$ cat config.mk
export PLATFORM = sky130hd
export DESIGN_NAME = par_arb
export DESIGN_NICKNAME = d
export VERILOG_FILES = /design/src/hw/par_arb.v
export VERILOG_INCLUDE_DIRS = /design/src /design/src/hw
export SDC_FILE = /design/constraint.sdc
export NUM_CORES = 1
export LEC_CHECK = 0
export ABC_AREA = 0
export ABC_CLOCK_PERIOD_IN_PS = 2590
export BUFFER_PORTS_ARGS = -buffer_cell sky130_fd_sc_hd__buf_2
export CORE_MARGIN = 10
export CORE_UTILIZATION = 46
export CTS_CLUSTER_SIZE = 14
export DETAILED_ROUTE_END_ITERATION = 10
export PLACE_DENSITY = 0.74
export SYNTH_ARGS = -nofsm -noshare
export SYNTH_HDL_FRONTEND = slang
export SYNTH_SLANG_ARGS = --single-unit
$ cat constraint.sdc
create_clock -name clk_sys -period 2.59 [get_ports clk_sys]
set_clock_uncertainty 0.05 [all_clocks]
set_input_delay 0.3885 -clock clk_sys [delete_from_list [all_inputs] [get_ports clk_sys]]
set_output_delay 0.3885 -clock clk_sys [all_outputs]
set_load 0.02 [all_outputs]
$ cat src/hw/par_arb_regs.vh
// Purpose: constants for the PCI arbiter with retry guard
// Assumes: one clock, clk_sys at 200 MHz
// Notes: no software-visible registers; limits arrive as ports
// What this block does
// - At most one initiator owns the bus.
// - Late internal request never joins external grant.
// - After retry, keep granting same core.
// - Posted write completes internally at once.
// - Non-posted transfers stay pending during retries.
// - Count retries against programmable maximum per direction.
// - Retry limit raises interrupt, and transfer error if non-posted.
// - Software should program large limit, e.g. FF.
// - Target abort raises interrupt, and transfer error if non-posted.
// - Broken livelock aborts pending non-posted transfer.
`ifndef PAR_ARB_REGS_VH
`define PAR_ARB_REGS_VH
`define PAR_NUM_INT 2
`define PAR_RETRY_W 8
`define PAR_RETRY_RST 8'hFF
`define PAR_OWN_NONE 2'h0
`define PAR_OWN_INT 2'h1
`define PAR_OWN_EXT 2'h2
`endif

$ cat src/hw/par_arb.v
// Purpose: PCI bus arbiter with retry-limit and target-abort guard
// Assumes: all inputs synchronous to clk_sys
// Notes: outcome strobes come from the PCI initiator engine
`timescale 1ns/1ps
`include "par_arb_regs.vh"
module par_arb (
	// Clock and reset
	input wire clk_sys,
	input wire rst,
	// Internal initiators
	input wire [`PAR_NUM_INT-1:0] int_req,
	input wire [`PAR_NUM_INT-1:0] int_write,
	input wire [`PAR_NUM_INT-1:0] int_postable,
	output reg [`PAR_NUM_INT-1:0] int_gnt,
	output reg [`PAR_NUM_INT-1:0] int_ack,
	output reg [`PAR_NUM_INT-1:0] int_tea,
	// External masters
	input wire ext_req_n,
	output reg ext_gnt_n,
	// PCI bus observation
	input wire frame_n,
	input wire irdy_n,
	input wire stop_n,
	input wire trdy_n,
	input wire devsel_n,
	input wire xfer_start,
	input wire xfer_done,
	input wire xfer_retry,
	// Retry limits and status
	input wire [`PAR_RETRY_W-1:0] tx_max_retries,
	input wire [`PAR_RETRY_W-1:0] rx_max_retries,
	output reg cpu_irq,
	output reg [`PAR_RETRY_W-1:0] retry_count
);

	// ====================================================
	// State encoding
	localparam ST_NONE = 2'h0;
	localparam ST_INT = 2'h1;
	localparam ST_EXT = 2'h2;

	// ====================================================
	// Registers and next values
	reg [1:0] owner_q;
	reg [1:0] owner_d;
	reg idx_q;
	reg idx_d;
	reg busy_q;
	reg busy_d;
	reg [`PAR_NUM_INT-1:0] gnt_d;
	reg [`PAR_NUM_INT-1:0] ack_d;
	reg [`PAR_NUM_INT-1:0] tea_d;
	reg ext_gnt_n_d;
	reg irq_d;
	reg [`PAR_RETRY_W-1:0] count_d;

	// ====================================================
	// Bus observation
	wire bus_idle = frame_n & irdy_n;
	// Abort only counts while a transfer holds the bus
	wire tgt_abort = ~stop_n & trdy_n & devsel_n & ~bus_idle;

	// ====================================================
	// Retry guard
	wire [`PAR_RETRY_W-1:0] limit = int_write[idx_q] ? tx_max_retries : rx_max_retries;
	wire posted = int_write[idx_q] & int_postable[idx_q];
	wire [`PAR_RETRY_W:0] count_inc = {1'b0, retry_count} + 9'h001;
	// Zero disables the guard; FF gives the widest window
	wire limit_hit = xfer_retry & (count_inc >= {1'b0, limit}) & (limit != 8'h00);

	// ====================================================
	// Helpers
	// Lowest index wins among internal requesters
	function pick;
		input [`PAR_NUM_INT-1:0] r;
		begin
			pick = r[0] ? 1'b0 : 1'b1;
		end
	endfunction

	// One-hot strobe for the owning initiator
	function [`PAR_NUM_INT-1:0] sel_vec;
		input i;
		begin
			sel_vec = i ? 2'h2 : 2'h1;
		end
	endfunction

	// ====================================================
	// Next-state decode
	always @* begin
		owner_d = owner_q;
		idx_d = idx_q;
		busy_d = busy_q;
		gnt_d = int_gnt;
		ack_d = 2'h0;
		tea_d = 2'h0;
		ext_gnt_n_d = ext_gnt_n;
		irq_d = 1'b0;
		count_d = retry_count;
		case (owner_q)
		ST_NONE: begin
			// Stale busy from an internal transfer must not end the next grant
			busy_d = 1'b0;
			// External wins ties, so a same-cycle internal request waits
			if (~ext_req_n) begin
				owner_d = ST_EXT;
				ext_gnt_n_d = 1'b0;
			end else if (|int_req) begin
				owner_d = ST_INT;
				idx_d = pick(int_req);
				gnt_d = sel_vec(pick(int_req));
			end
		end
		ST_EXT: begin
			// No parking: grant dropped once external transfer ends
			if (busy_q & bus_idle) begin
				ext_gnt_n_d = 1'b1;
				owner_d = ST_NONE;
				busy_d = 1'b0;
			end else if (~frame_n) begin
				busy_d = 1'b1;
			end else if (ext_req_n & ~busy_q) begin
				ext_gnt_n_d = 1'b1;
				owner_d = ST_NONE;
			end
		end
		ST_INT: begin
			// Posted writes release the internal bus at start
			if (xfer_start) begin
				count_d = 8'h00;
				busy_d = 1'b1;
				if (posted) begin
					ack_d = sel_vec(idx_q);
				end
			end
			if (xfer_done) begin
				count_d = 8'h00;
				if (~posted) begin
					ack_d = sel_vec(idx_q);
				end
				gnt_d = 2'h0;
				owner_d = ST_NONE;
			end else if (tgt_abort) begin
				count_d = 8'h00;
				irq_d = 1'b1;
				if (~posted) begin
					tea_d = sel_vec(idx_q);
				end
				gnt_d = 2'h0;
				owner_d = ST_NONE;
			end else if (limit_hit) begin
				count_d = 8'h00;
				irq_d = 1'b1;
				if (~posted) begin
					tea_d = sel_vec(idx_q);
				end
				gnt_d = 2'h0;
				owner_d = ST_NONE;
			end else if (xfer_retry) begin
				// Grant kept through retries; only done, limit or abort frees it
				count_d = count_inc[`PAR_RETRY_W-1:0];
			end
		end
		default: begin
			// Unused code: recover to idle with no grant
			owner_d = ST_NONE;
			gnt_d = 2'h0;
			ext_gnt_n_d = 1'b1;
		end
		endcase
	end

	// ====================================================
	// Registers
	// Arbitration state
	always @(posedge clk_sys or posedge rst) begin
		if (rst) begin
			owner_q <= ST_NONE;
			idx_q <= 1'b0;
			busy_q <= 1'b0;
		end else begin
			owner_q <= owner_d;
			idx_q <= idx_d;
			busy_q <= busy_d;
		end
	end

	// Grants, all off during reset
	always @(posedge clk_sys or posedge rst) begin
		if (rst) begin
			int_gnt <= 2'h0;
			ext_gnt_n <= 1'b1;
		end else begin
			int_gnt <= gnt_d;
			ext_gnt_n <= ext_gnt_n_d;
		end
	end

	// Single-cycle completion and error strobes
	always @(posedge clk_sys or posedge rst) begin
		if (rst) begin
			int_ack <= 2'h0;
			int_tea <= 2'h0;
			cpu_irq <= 1'b0;
		end else begin
			int_ack <= ack_d;
			int_tea <= tea_d;
			cpu_irq <= irq_d;
		end
	end

	// Retry count, visible as status
	always @(posedge clk_sys or posedge rst) begin
		if (rst) begin
			retry_count <= 8'h00;
		end else begin
			retry_count <= count_d;
		end
	end
endmodule

==> impl_metrics.tcl, run 1 <==
set metrics [dict create \
    crit_arrival_ns 2.87 \
    num_antenna_cells 0 \
    initial_core_util 0.485 \
    antenna_found_initial 0 \
    irDropWorstVdd_mv 0.475 \
    ctsHoldBuffers 0 \
    final_hold_viol_count 0 \
    synthSimpleGateAreaFrac 0.189 \
    crit_chain "mux2i_2, buf_6, buf_4, mux2i_2, ha_2, nor3_2, nor2_1, nand4_1, buf_4, a31oi_4, nor2_2, a221o_1" \
    ff2ff_path_depth 12 \
    die-area_um2 5960 \
    portBuffers 48 \
    avgSynthCellArea_um2 9.12 \
    clock-root-buffer "clkbuf_4" \
    rsz0062_at_grt "yes" \
    min_period_ns 2.72 \
    max_clock_freq_ghz 0.367 \
    leakage_nw 1.07 \
    startpoint "idx_q" \
    first_global_vias 1536 \
    grt_pass1_wl_mm 7.27 \
    violations "negative setup slack" \
    io_pins 49 \
    slew_headroom 0.474 \
    syn_to_final_growth_pct 46.3 \
    critPathSlowestCell "dfrtp_1" \
    nFillCells 260 \
    worstSetupPathType "flip-flop to flip-flop" \
    start_kind "flip-flop" \
    internal-power_mw 1.06 \
    swShare 0.408 \
    cp_max_fo 6 \
    numCtsBuffers 3 \
    grt_overflow 0 \
    pwr-share-comb 0.594 \
    grt_max_degree 21 \
    grt_usage 0.145 \
    dpl.hpwl_mm 3.30 \
    via_per_inst 5.34 \
    finalSetupTns_ns -0.998 \
    crit_required_ns 2.74 \
    routed_wl_mm 4.45 \
    detail_route.wl_per_cell_um 15.5 \
    drtAntennaViolNets 0 \
    drc_errors 0 \
    slew_viol_final 0 \
    synth_mux_area_frac 0.107 \
    ys_ff_latch 20 \
    setup_violations 13 \
    fin_nets 291 \
    cts_buffer_depth 2 \
    fin_crit_sh 1.05 \
    cts_tree "built" \
    yosysSeqAreaShare 0.333 \
    worstSkewPairLatency_ns 0.31 \
    clock-sinks 20 \
    slowest_delay_ns 0.40 \
    max_cap_violations 0 \
    critical-path-top-delay-family "compound AO/OA/AOI/OAI gates" \
    p_clk_frac 0.145 \
    synthAdderAreaFrac 0.108 \
    synth_warnings 0 \
    drtIter0Drc 82 \
    tightestPinTransition_ns 0.789 \
    p_sw_uw 733 \
    clk_pin_slew_worst_paths_ns 0.13 \
    p_seq_frac 0.261 \
    r2r-end "retry_count[4]" \
    dp.cells 276 \
    power-per-cell-area_nw_per_um2 815 \
    cts-htree-levels 1 \
    drt_first_pass_iters 4 \
    die_w_um 77.2 \
    synth_xor_xnor_area_share 0.0349 \
    min_path_type "input pin to async pin" \
    vias 1539 \
    synth_compound_area_frac 0.173 \
    r2r-start "idx_q" \
    core-area_um2 3100 \
    worst-path-buf-inv 3 \
    rrSetupSlack_ns -0.13 \
    die_y_um 77.2 \
    yosysUniqueCellTypes 38 \
    synth_top_family_by_area "simple AND/OR/NAND/NOR gates" \
    netlist_instances 165 \
    final_layout_size_suffix_gt1_frac 0.463 \
    syn-num-nets 211 \
    synth_area_um2 1510 \
    num_rows 20 \
    endpoint_kind "flip-flop" \
    worst_slack_ns -0.133 \
    gp_congestion 0.845 \
    instances_no_fill 288 \
    outcome "finished, violations left" \
]
## worst max-delay path by stage
stage                     slack, ns  depth (start not counted)        endpoint
after floorplan               -0.07                         11      int_gnt[1]
after global placement        -0.16                         10  retry_count[1]
after detailed placement      -0.23                         10  retry_count[1]
after CTS                     -0.09                          9      int_gnt[1]
after global routing          -0.24                         11  retry_count[4]
final                         -0.13                         12  retry_count[4]
## worst reg2reg max path: cells and delay by family, from the launching register on
family                     cells  cell delay (ns)
muxes                          2             0.46
DFF                            1             0.40
and+or+nand+nor                4             0.46
AOI/OAI and AO/OA              2             0.53
adders and majority gates      1             0.23
buffers and inverters          3             0.48
## cell usage after synthesis (all sizes together)
cell | instances | share of area
inv | 14 | 0.035
nor2 | 10 | 0.025
o21ai | 9 | 0.032
a31oi | 4 | 0.027
xnor2 | 4 | 0.023
dfrtp | 19 | 0.32
mux2i | 12 | 0.082
or2 | 2 | 0.0083
xor2 | 2 | 0.012
nand3 | 6 | 0.020
a41oi | 1 | 0.0058
a21o | 2 | 0.010
nor4 | 6 | 0.025
ha | 13 | 0.11
a21oi | 5 | 0.017
or3 | 2 | 0.0083
nand2 | 16 | 0.040
a211oi | 1 | 0.0050
nand2b | 3 | 0.012
nand4 | 1 | 0.0042
a221o | 3 | 0.020
dfstp | 1 | 0.017
a22o | 1 | 0.0058
nor3 | 10 | 0.033
o211ai | 1 | 0.014
clkbuf | 2 | 0.0050
o31ai | 4 | 0.020
a32o | 1 | 0.0067
nor2b | 3 | 0.012
o2bb2ai | 1 | 0.0058
o22ai | 1 | 0.0042
buf | 2 | 0.015
mux2 | 3 | 0.025
## metal layers
layer | part of all wire | wire length, um | track usage
met1 | 0.45 | 2020 | 0.180
met5 | 0 | 0 | 0
met3 | 0.069 | 309 | 0.0466
met2 | 0.47 | 2080 | 0.237
met4 | 0.0099 | 44 | 0.0347
## sequential cells by signal (all words and copies together), names as in the netlist
| signal | flops |
|---|---|
| int_ack | 2 |
| idx_q | 1 |
| owner_q | 2 |
| ext_gnt_n | 1 |
| int_tea | 2 |
| cpu_irq | 1 |
| int_gnt | 2 |
| busy_q | 1 |
| retry_count | 8 |
## power groups by stage
stage / registers, mW / logic [mW] / clock network (mW)
floorplan: 0.565 / 0.533 / 0
global placement: 0.478 / 0.910 / 0
detailed placement: 0.479 / 0.922 / 0
CTS: 0.472 / 1.02 / 0.263
global route: 0.482 / 1.17 / 0.275
finish: 0.469 / 1.07 / 0.260
## cells by family (layout without fill, tap and decap cells)
kind of cell / count (synthesis) / after routing
AND/OR/NAND/NOR: 59 / 59
AO/OA/AOI/OAI: 34 / 35
flip-flops: 20 / 20
buffers and inverters: 18 / 96
multiplexers: 15 / 15
adder cells (fa/ha/maj): 13 / 13
XOR/XNOR: 6 / 6
## layout by cell type (no fill, tap or decap), types with 2 or more instances in the layout
cell | netlist | final
mux2i_1 | 11 | 9
o21ai_1 | 1 | 3
buf_6 | 2 | 3
a31oi_4 | 1 | 2
buf_4 | 0 | 27
nand2b_1 | 3 | 3
a21oi_1 | 5 | 5
o31ai_4 | 0 | 2
o21ai_0 | 7 | 5
o31ai_1 | 4 | 2
ha_4 | 0 | 2
nor4_1 | 6 | 5
ha_2 | 0 | 2
nor3_1 | 10 | 9
nand3_1 | 6 | 3
clkbuf_4 | 0 | 3
a221o_1 | 3 | 3
nand2_1 | 16 | 16
dfrtp_2 | 0 | 5
a21o_1 | 2 | 2
nor2b_1 | 3 | 3
nand3_2 | 0 | 2
buf_2 | 0 | 48
a31oi_1 | 3 | 3
nor2_1 | 10 | 9
xnor2_1 | 4 | 4
dfrtp_1 | 19 | 14
mux2i_2 | 1 | 3
xor2_1 | 2 | 2
inv_1 | 14 | 13
ha_1 | 13 | 9
mux2_4 | 1 | 2
or3_1 | 2 | 2
## stage by stage
stage / power (mW) / setup slack [ns] / utilization / cell area, um^2 / hold WS, ns
floorplan: 1.10 / -0.0714 / - / 1550 / 0.301
global placement: 1.39 / -0.160 / 0.641 / 1990 / 0.434
detailed placement: 1.40 / -0.228 / 0.641 / 1990 / 0.443
CTS: 1.75 / -0.0908 / 0.694 / 2150 / 0.173
global route: 1.93 / -0.244 / 0.710 / 2200 / 0.185
finish: 1.79 / -0.133 / 0.710 / 2200 / 0.146
## final cells by class
type | count | area [um^2] | share of cell area
Clock inverter | 1 | 30.0 | 0.0136
Clock buffer | 3 | 22.5 | 0.0102
Multi-Input combinational cell | 128 | 1060 | 0.480
Inverter | 14 | 52.6 | 0.0239
Sequential cell | 20 | 508 | 0.231
Timing Repair Buffer | 78 | 477 | 0.216
Tap cell | 44 | 55.1 | 0.0250
## what timing repair did
item	4_1_cts	5_1_grt
endpoints found under the setup margin	13	15
setup buffers	5	2
resized for setup	11	9
pin swaps	11	4
gates cloned	1	0
Note: power is estimated with default switching activity, not from simulation.
==> inputs of run 2 (changes only) <==
--- a/config.mk
+++ b/config.mk
@@ -9,11 +9,14 @@
 export ABC_AREA = 0
 export ABC_CLOCK_PERIOD_IN_PS = 2590
 export BUFFER_PORTS_ARGS = -buffer_cell sky130_fd_sc_hd__buf_2
+export CELL_PAD_IN_SITES_DETAIL_PLACEMENT = 1
+export CELL_PAD_IN_SITES_GLOBAL_PLACEMENT = 1
 export CORE_MARGIN = 10
-export CORE_UTILIZATION = 46
+export CORE_UTILIZATION = 33
 export CTS_CLUSTER_SIZE = 14
 export DETAILED_ROUTE_END_ITERATION = 10
-export PLACE_DENSITY = 0.74
+export MAX_ROUTING_LAYER = met4
+export PLACE_DENSITY = 0.73
 export SYNTH_ARGS = -nofsm -noshare
 export SYNTH_HDL_FRONTEND = slang
 export SYNTH_SLANG_ARGS = --single-unit
==> run 2 against run 1 <==
  * The run still ends with negative setup slack left
  * Maximum frequency fell by 0.46%
  * Combinational power rose by 6%
  * Setup slack got worse by 0.012 ns
  * Hold slack improved by 0.062 ns
  * Power rose by 8.5%
  * Clock-buffer cell count did not move
  * Critical endpoint is now int_gnt[1]
==> impl_metrics.tcl, run 2 (synthesis gave the netlist of run 1 again) <==
set metrics [dict create \
    drc_errors 0 \
    grt_max_degree 21 \
    drt_first_pass_iters 4 \
    slew_viol_final 0 \
    largest_register_ffs 8 \
    fin_crit_sh 1.06 \
    r2r-start "idx_q" \
    dpl.hpwl_mm 4.01 \
    antenna_found_initial 0 \
    endpoint_kind "flip-flop" \
    power-per-cell-area_nw_per_um2 854 \
    num_rows 24 \
    power.total_mw 1.95 \
    rsz0062_at_grt "yes" \
    setup_violations 15 \
    die_w_um 87.5 \
    outcome "finished, violations left" \
    worst_slack_ns -0.145 \
    critPathSlowestCell "dfrtp_1" \
    worstSetupPathType "flip-flop to flip-flop" \
    die-area_um2 7660 \
    syn_to_final_growth_pct 51.6 \
    ctsHoldBuffers 0 \
    crit_required_ns 2.70 \
    num_antenna_cells 0 \
    clk_pin_slew_worst_paths_ns 0.08 \
    crit_chain "mux2i_2, buf_6, buf_6, mux2i_1, ha_1, nor3_2, nor2_2, buf_4, o31ai_4, a31oi_4, buf_12, o21ai_4, mux2_4" \
    slew_headroom 0.469 \
    dpl-instance-area_um2 1990 \
    first_global_vias 1726 \
    slowest_delay_ns 0.38 \
    final_cell_area_um2 2280 \
    final_layout_size_suffix_gt1_frac 0.494 \
    rrSetupSlack_ns -0.15 \
    io_pins 49 \
    initial_core_util 0.343 \
    worst_path_most_repeated_cell "buf_6" \
    clock-sinks 20 \
    portBuffers 48 \
    top_register "retry_count" \
    clock-root-buffer "clkbuf_8" \
    core-area_um2 4380 \
    cts_buffer_depth 2 \
    grt_pass1_wl_mm 8.49 \
    min_period_ns 2.74 \
    leakage_nw 1.09 \
    via_per_inst 5.33 \
    grt_usage 0.140 \
    die_y_um 87.5 \
    irDropWorstVdd_mv 0.495 \
    min_path_type "input pin to async pin" \
    drtAntennaViolNets 0 \
    fin_nets 286 \
    cts-htree-levels 1 \
    gp_congestion 0.871 \
    ff2ff_path_depth 13 \
    final_common_cell "buf_2" \
    max_clock_freq_ghz 0.366 \
    crit_arrival_ns 2.84 \
    max_cap_violations 0 \
    grt_overflow 0 \
    routed_wl_mm 5.29 \
    r2r-end "int_gnt[1]" \
    violations "negative setup slack" \
    final_util 0.521 \
    drtIter0Drc 61 \
    numCtsBuffers 3 \
    most-common-layout-cells "buf_2, buf_4, nand2_1" \
    cts_tree "built" \
    cp_max_fo 8 \
    final_hold_viol_count 0 \
    tightestPinTransition_ns 0.795 \
    detail_route.wl_per_cell_um 18.2 \
    start_kind "flip-flop" \
    worstSkewPairLatency_ns 0.26 \
    vias 1551 \
]
run 2: power breakdown:
| part | leakage [nW] | switching [mW] | total, mW | internal [mW] |
|---|---|---|---|---|
| combinational | 0.797 | 0.599 | 1.13 | 0.530 |
| sequential | 0.256 | 0.0879 | 0.494 | 0.406 |
| clock | 0.0357 | 0.119 | 0.325 | 0.207 |
run 2: metal layers:
metal,track usage,wire length (um),part of all wire,up-vias
met2,0.243,2690,0.51,40
met5,-,0,0,-
met3,0.0260,251,0.047,6
met1,0.159,2280,0.43,757
met4,0.0435,73,0.014,0
li1,-,-,-,748
run 2: area by class of cell:
| type | instances | area, um^2 |
|---|---|---|
| fillers | 526 | 2100 |
| well taps | 52 | 65.1 |
| repair buffers | 74 | 459 |
| multi-input cells | 127 | 1120 |
| inverters | 14 | 55.1 |
| clock buffers | 3 | 41.3 |
| flip-flops and latches | 20 | 508 |
| clock inverters | 1 | 30.0 |
run 2: how the worst max path moves through the flow:
stage	start	to	slack, ns	cells after the start
global route	idx_q	owner_q[0]	-0.30	13
CTS	idx_q	int_gnt[1]	-0.12	10
global placement	int_write[0]	retry_count[2]	-0.18	11
floorplan	retry_count[0]	int_gnt[1]	-0.07	11
detailed placement	int_write[0]	int_tea[0]	-0.23	12
finish	idx_q	int_gnt[1]	-0.15	13
run 2: per-stage QoR:
| stage | setup TNS, ns | worst slack, ns | instances | hold WS, ns |
|---|---|---|---|---|
| after floorplan | -0.303 | -0.0714 | 165 | 0.301 |
| after global placement | -1.67 | -0.184 | 283 | 0.431 |
| after detailed placement | -2.22 | -0.231 | 283 | 0.456 |
| after CTS | -0.788 | -0.120 | 289 | 0.246 |
| after global routing | -3.07 | -0.299 | 291 | 0.273 |
| final | -0.830 | -0.145 | 291 | 0.208 |
run 2: repair_timing:
item                                    4_1_cts  5_1_grt
endpoints found under the setup margin       15       15
resized for setup                            30        9
pin swaps                                    19        7
buffers inserted                              3        2
run 2: worst max-delay path, delay by kind of cell (launching register included):
family	cells	cell delay, ns
adder cells (fa/ha/maj)	1	0.28
buffers and inverters	4	0.57
AO/OA/AOI/OAI	3	0.34
flip-flops	1	0.38
AND/OR/NAND/NOR	2	0.19
multiplexers	3	0.78
==> inputs of run 3 (changes only) <==
--- a/config.mk
+++ b/config.mk
@@ -9,14 +9,14 @@
 export ABC_AREA = 0
 export ABC_CLOCK_PERIOD_IN_PS = 2590
 export BUFFER_PORTS_ARGS = -buffer_cell sky130_fd_sc_hd__buf_2
-export CELL_PAD_IN_SITES_DETAIL_PLACEMENT = 1
-export CELL_PAD_IN_SITES_GLOBAL_PLACEMENT = 1
 export CORE_MARGIN = 10
-export CORE_UTILIZATION = 33
+export CORE_UTILIZATION = 47
+export CTS_BUF_LIST = sky130_fd_sc_hd__clkbuf_4 sky130_fd_sc_hd__clkbuf_8
 export CTS_CLUSTER_SIZE = 14
 export DETAILED_ROUTE_END_ITERATION = 10
 export MAX_ROUTING_LAYER = met4
-export PLACE_DENSITY = 0.73
+export PLACE_DENSITY = 0.76
+export SETUP_SLACK_MARGIN = 0.15
 export SYNTH_ARGS = -nofsm -noshare
 export SYNTH_HDL_FRONTEND = slang
 export SYNTH_SLANG_ARGS = --single-unit
==> run 3 against run 2 <==
  * The flow still finishes with violations (negative setup slack)
  * Maximum frequency down 2.2%
  * Clock power down 17%
  * Cell count down 0.69%
  * Final area up 0.71%
  * Die area down 23%
  * Power down 4.2%
  * Sequential cell count unchanged
  * Clock-buffer cell count unchanged
  * Sequential share of layout area down 0.16 points
  * Register-to-register slack worse by 0.06 ns
  * Critical path depth down 2
  * Critical path type unchanged
  * Critical endpoint unchanged
  * Largest power group unchanged
==> impl_metrics.tcl, run 3 (synthesis gave the netlist of run 1 again) <==
set metrics [dict create \
    detail_route.wl_per_cell_um 16.7 \
    r2r-start "idx_q" \
    num_rows 20 \
    crit_required_ns 2.77 \
    final_util 0.753 \
    die_w_um 76.6 \
    die-area_um2 5870 \
    startpoint "idx_q" \
    setup_violations 15 \
    vias 1539 \
    largest_register_ffs 8 \
    max_clock_freq_ghz 0.358 \
    fin_nets 292 \
    slew_headroom 0.492 \
    io_pins 49 \
    outcome "finished, violations left" \
    irDropWorstVdd_mv 0.406 \
    cp_max_fo 7 \
    initial_core_util 0.493 \
    drc_errors 0 \
    ff2ff_path_depth 11 \
    violations "negative setup slack" \
    via_per_inst 5.33 \
    cts_buffer_depth 2 \
    power.total_mw 1.87 \
    grt_overflow 0 \
    leakage_nw 1.10 \
    start_kind "flip-flop" \
    nFillCells 223 \
    endpoint_kind "flip-flop" \
    rrSetupSlack_ns -0.21 \
    routed_wl_mm 4.83 \
    clk_pin_slew_worst_paths_ns 0.13 \
    drtIter0Drc 63 \
    tightestPinTransition_ns 0.761 \
    cts_tree "built" \
    rsz0062_at_grt "yes" \
    max_cap_violations 0 \
    r2r-end "int_gnt[1]" \
    worstSetupPathType "flip-flop to flip-flop" \
    min_period_ns 2.80 \
    min_path_type "input pin to async pin" \
    gp_congestion 0.839 \
    grt_max_degree 21 \
    num_antenna_cells 0 \
    crit_chain "mux2i_2, buf_6, mux2_4, ha_4, nor2b_1, o21ai_1, nand4_1, buf_4, a31oi_4, o21ai_2, mux2_4" \
    portBuffers 48 \
    core-area_um2 3050 \
    power-per-cell-area_nw_per_um2 812 \
    grt_pass1_wl_mm 7.25 \
    dpl.hpwl_mm 3.38 \
    grt_usage 0.152 \
    worst_slack_ns -0.206 \
    slew_viol_final 0 \
    clock-root-buffer "clkbuf_4" \
    drt_first_pass_iters 4 \
    final_hold_viol_count 0 \
    final_layout_size_suffix_gt1_frac 0.506 \
    critPathSlowestCell "dfrtp_1" \
    first_global_vias 1508 \
    fin_crit_sh 1.08 \
    syn_to_final_growth_pct 52.7 \
    crit_arrival_ns 2.98 \
    final_common_cell "buf_2" \
    top_register "retry_count" \
    die_y_um 76.6 \
    drtAntennaViolNets 0 \
    clock-sinks 20 \
    numCtsBuffers 3 \
    cts-htree-levels 1 \
    worst_path_most_repeated_cell "mux2_4" \
    antenna_found_initial 0 \
    ctsHoldBuffers 0 \
    worstSkewPairLatency_ns 0.33 \
    slowest_delay_ns 0.43 \
    most-common-layout-cells "buf_2, buf_4, nand2_1" \
]
[run 3: where the power goes]
group	internal, mW	switching (mW)	total, mW
combinational	0.532	0.580	1.11
sequential	0.405	0.0778	0.483
clock	0.157	0.114	0.271
[run 3: worst max-delay path, delay by kind of cell, from the launching register on]
family / cells / cell delay [ns]
flops: 1 / 0.43
fa+ha+maj: 1 / 0.27
mux: 3 / 0.89
compound gates: 3 / 0.51
buf+inv: 2 / 0.37
simple gates: 2 / 0.18
[run 3: per-stage QoR]
stage               TNS (ns)  setup WS, ns  instances  area [um^2]  hold slack (ns)
detailed placement     -2.25        -0.208        277         2000            0.436
CTS                    -1.20        -0.119        287         2170            0.150
global placement       -1.74        -0.166        277         2000            0.426
global route           -3.65        -0.314        289         2300            0.180
finish                 -1.79        -0.206        289         2300            0.119
floorplan             -0.348       -0.0714        165         1550            0.301
[run 3: repair_timing]
item | CTS | global route
setup endpoints to repair | 15 | 15
pin swaps | 6 | 13
gates resized for setup | 16 | 25
cloned | 1 | 0
setup buffers | 5 | 2
[run 3: layout make-up]
type | instances | area [um^2] | area share
multi-input combinational | 128 | 1130 | 0.492
sequential | 20 | 508 | 0.221
timing repair buffer | 79 | 499 | 0.217
tap | 44 | 55.1 | 0.0240
inverter | 14 | 52.6 | 0.0229
clock inverter | 1 | 30.0 | 0.0131
clock buffer | 3 | 22.5 | 0.00980
[run 3: routing by layer]
| layer | track usage | vias to the layer above | part of all wire |
|---|---|---|---|
| met5 | - | - | 0 |
| met2 | 0.248 | 50 | 0.48 |
| met1 | 0.181 | 718 | 0.44 |
| li1 | - | 761 | - |
| met3 | 0.0425 | 10 | 0.061 |
| met4 | 0.0390 | 0 | 0.022 |
[run 3: how the worst max path moves through the flow]
| stage | end | slack (ns) |
|---|---|---|
| final | int_gnt[1] | -0.21 |
| after global routing | int_gnt[1] | -0.31 |
| after CTS | retry_count[1] | -0.12 |
| after detailed placement | retry_count[4] | -0.21 |
| after global placement | retry_count[6] | -0.17 |
| after floorplan | int_gnt[1] | -0.07 |
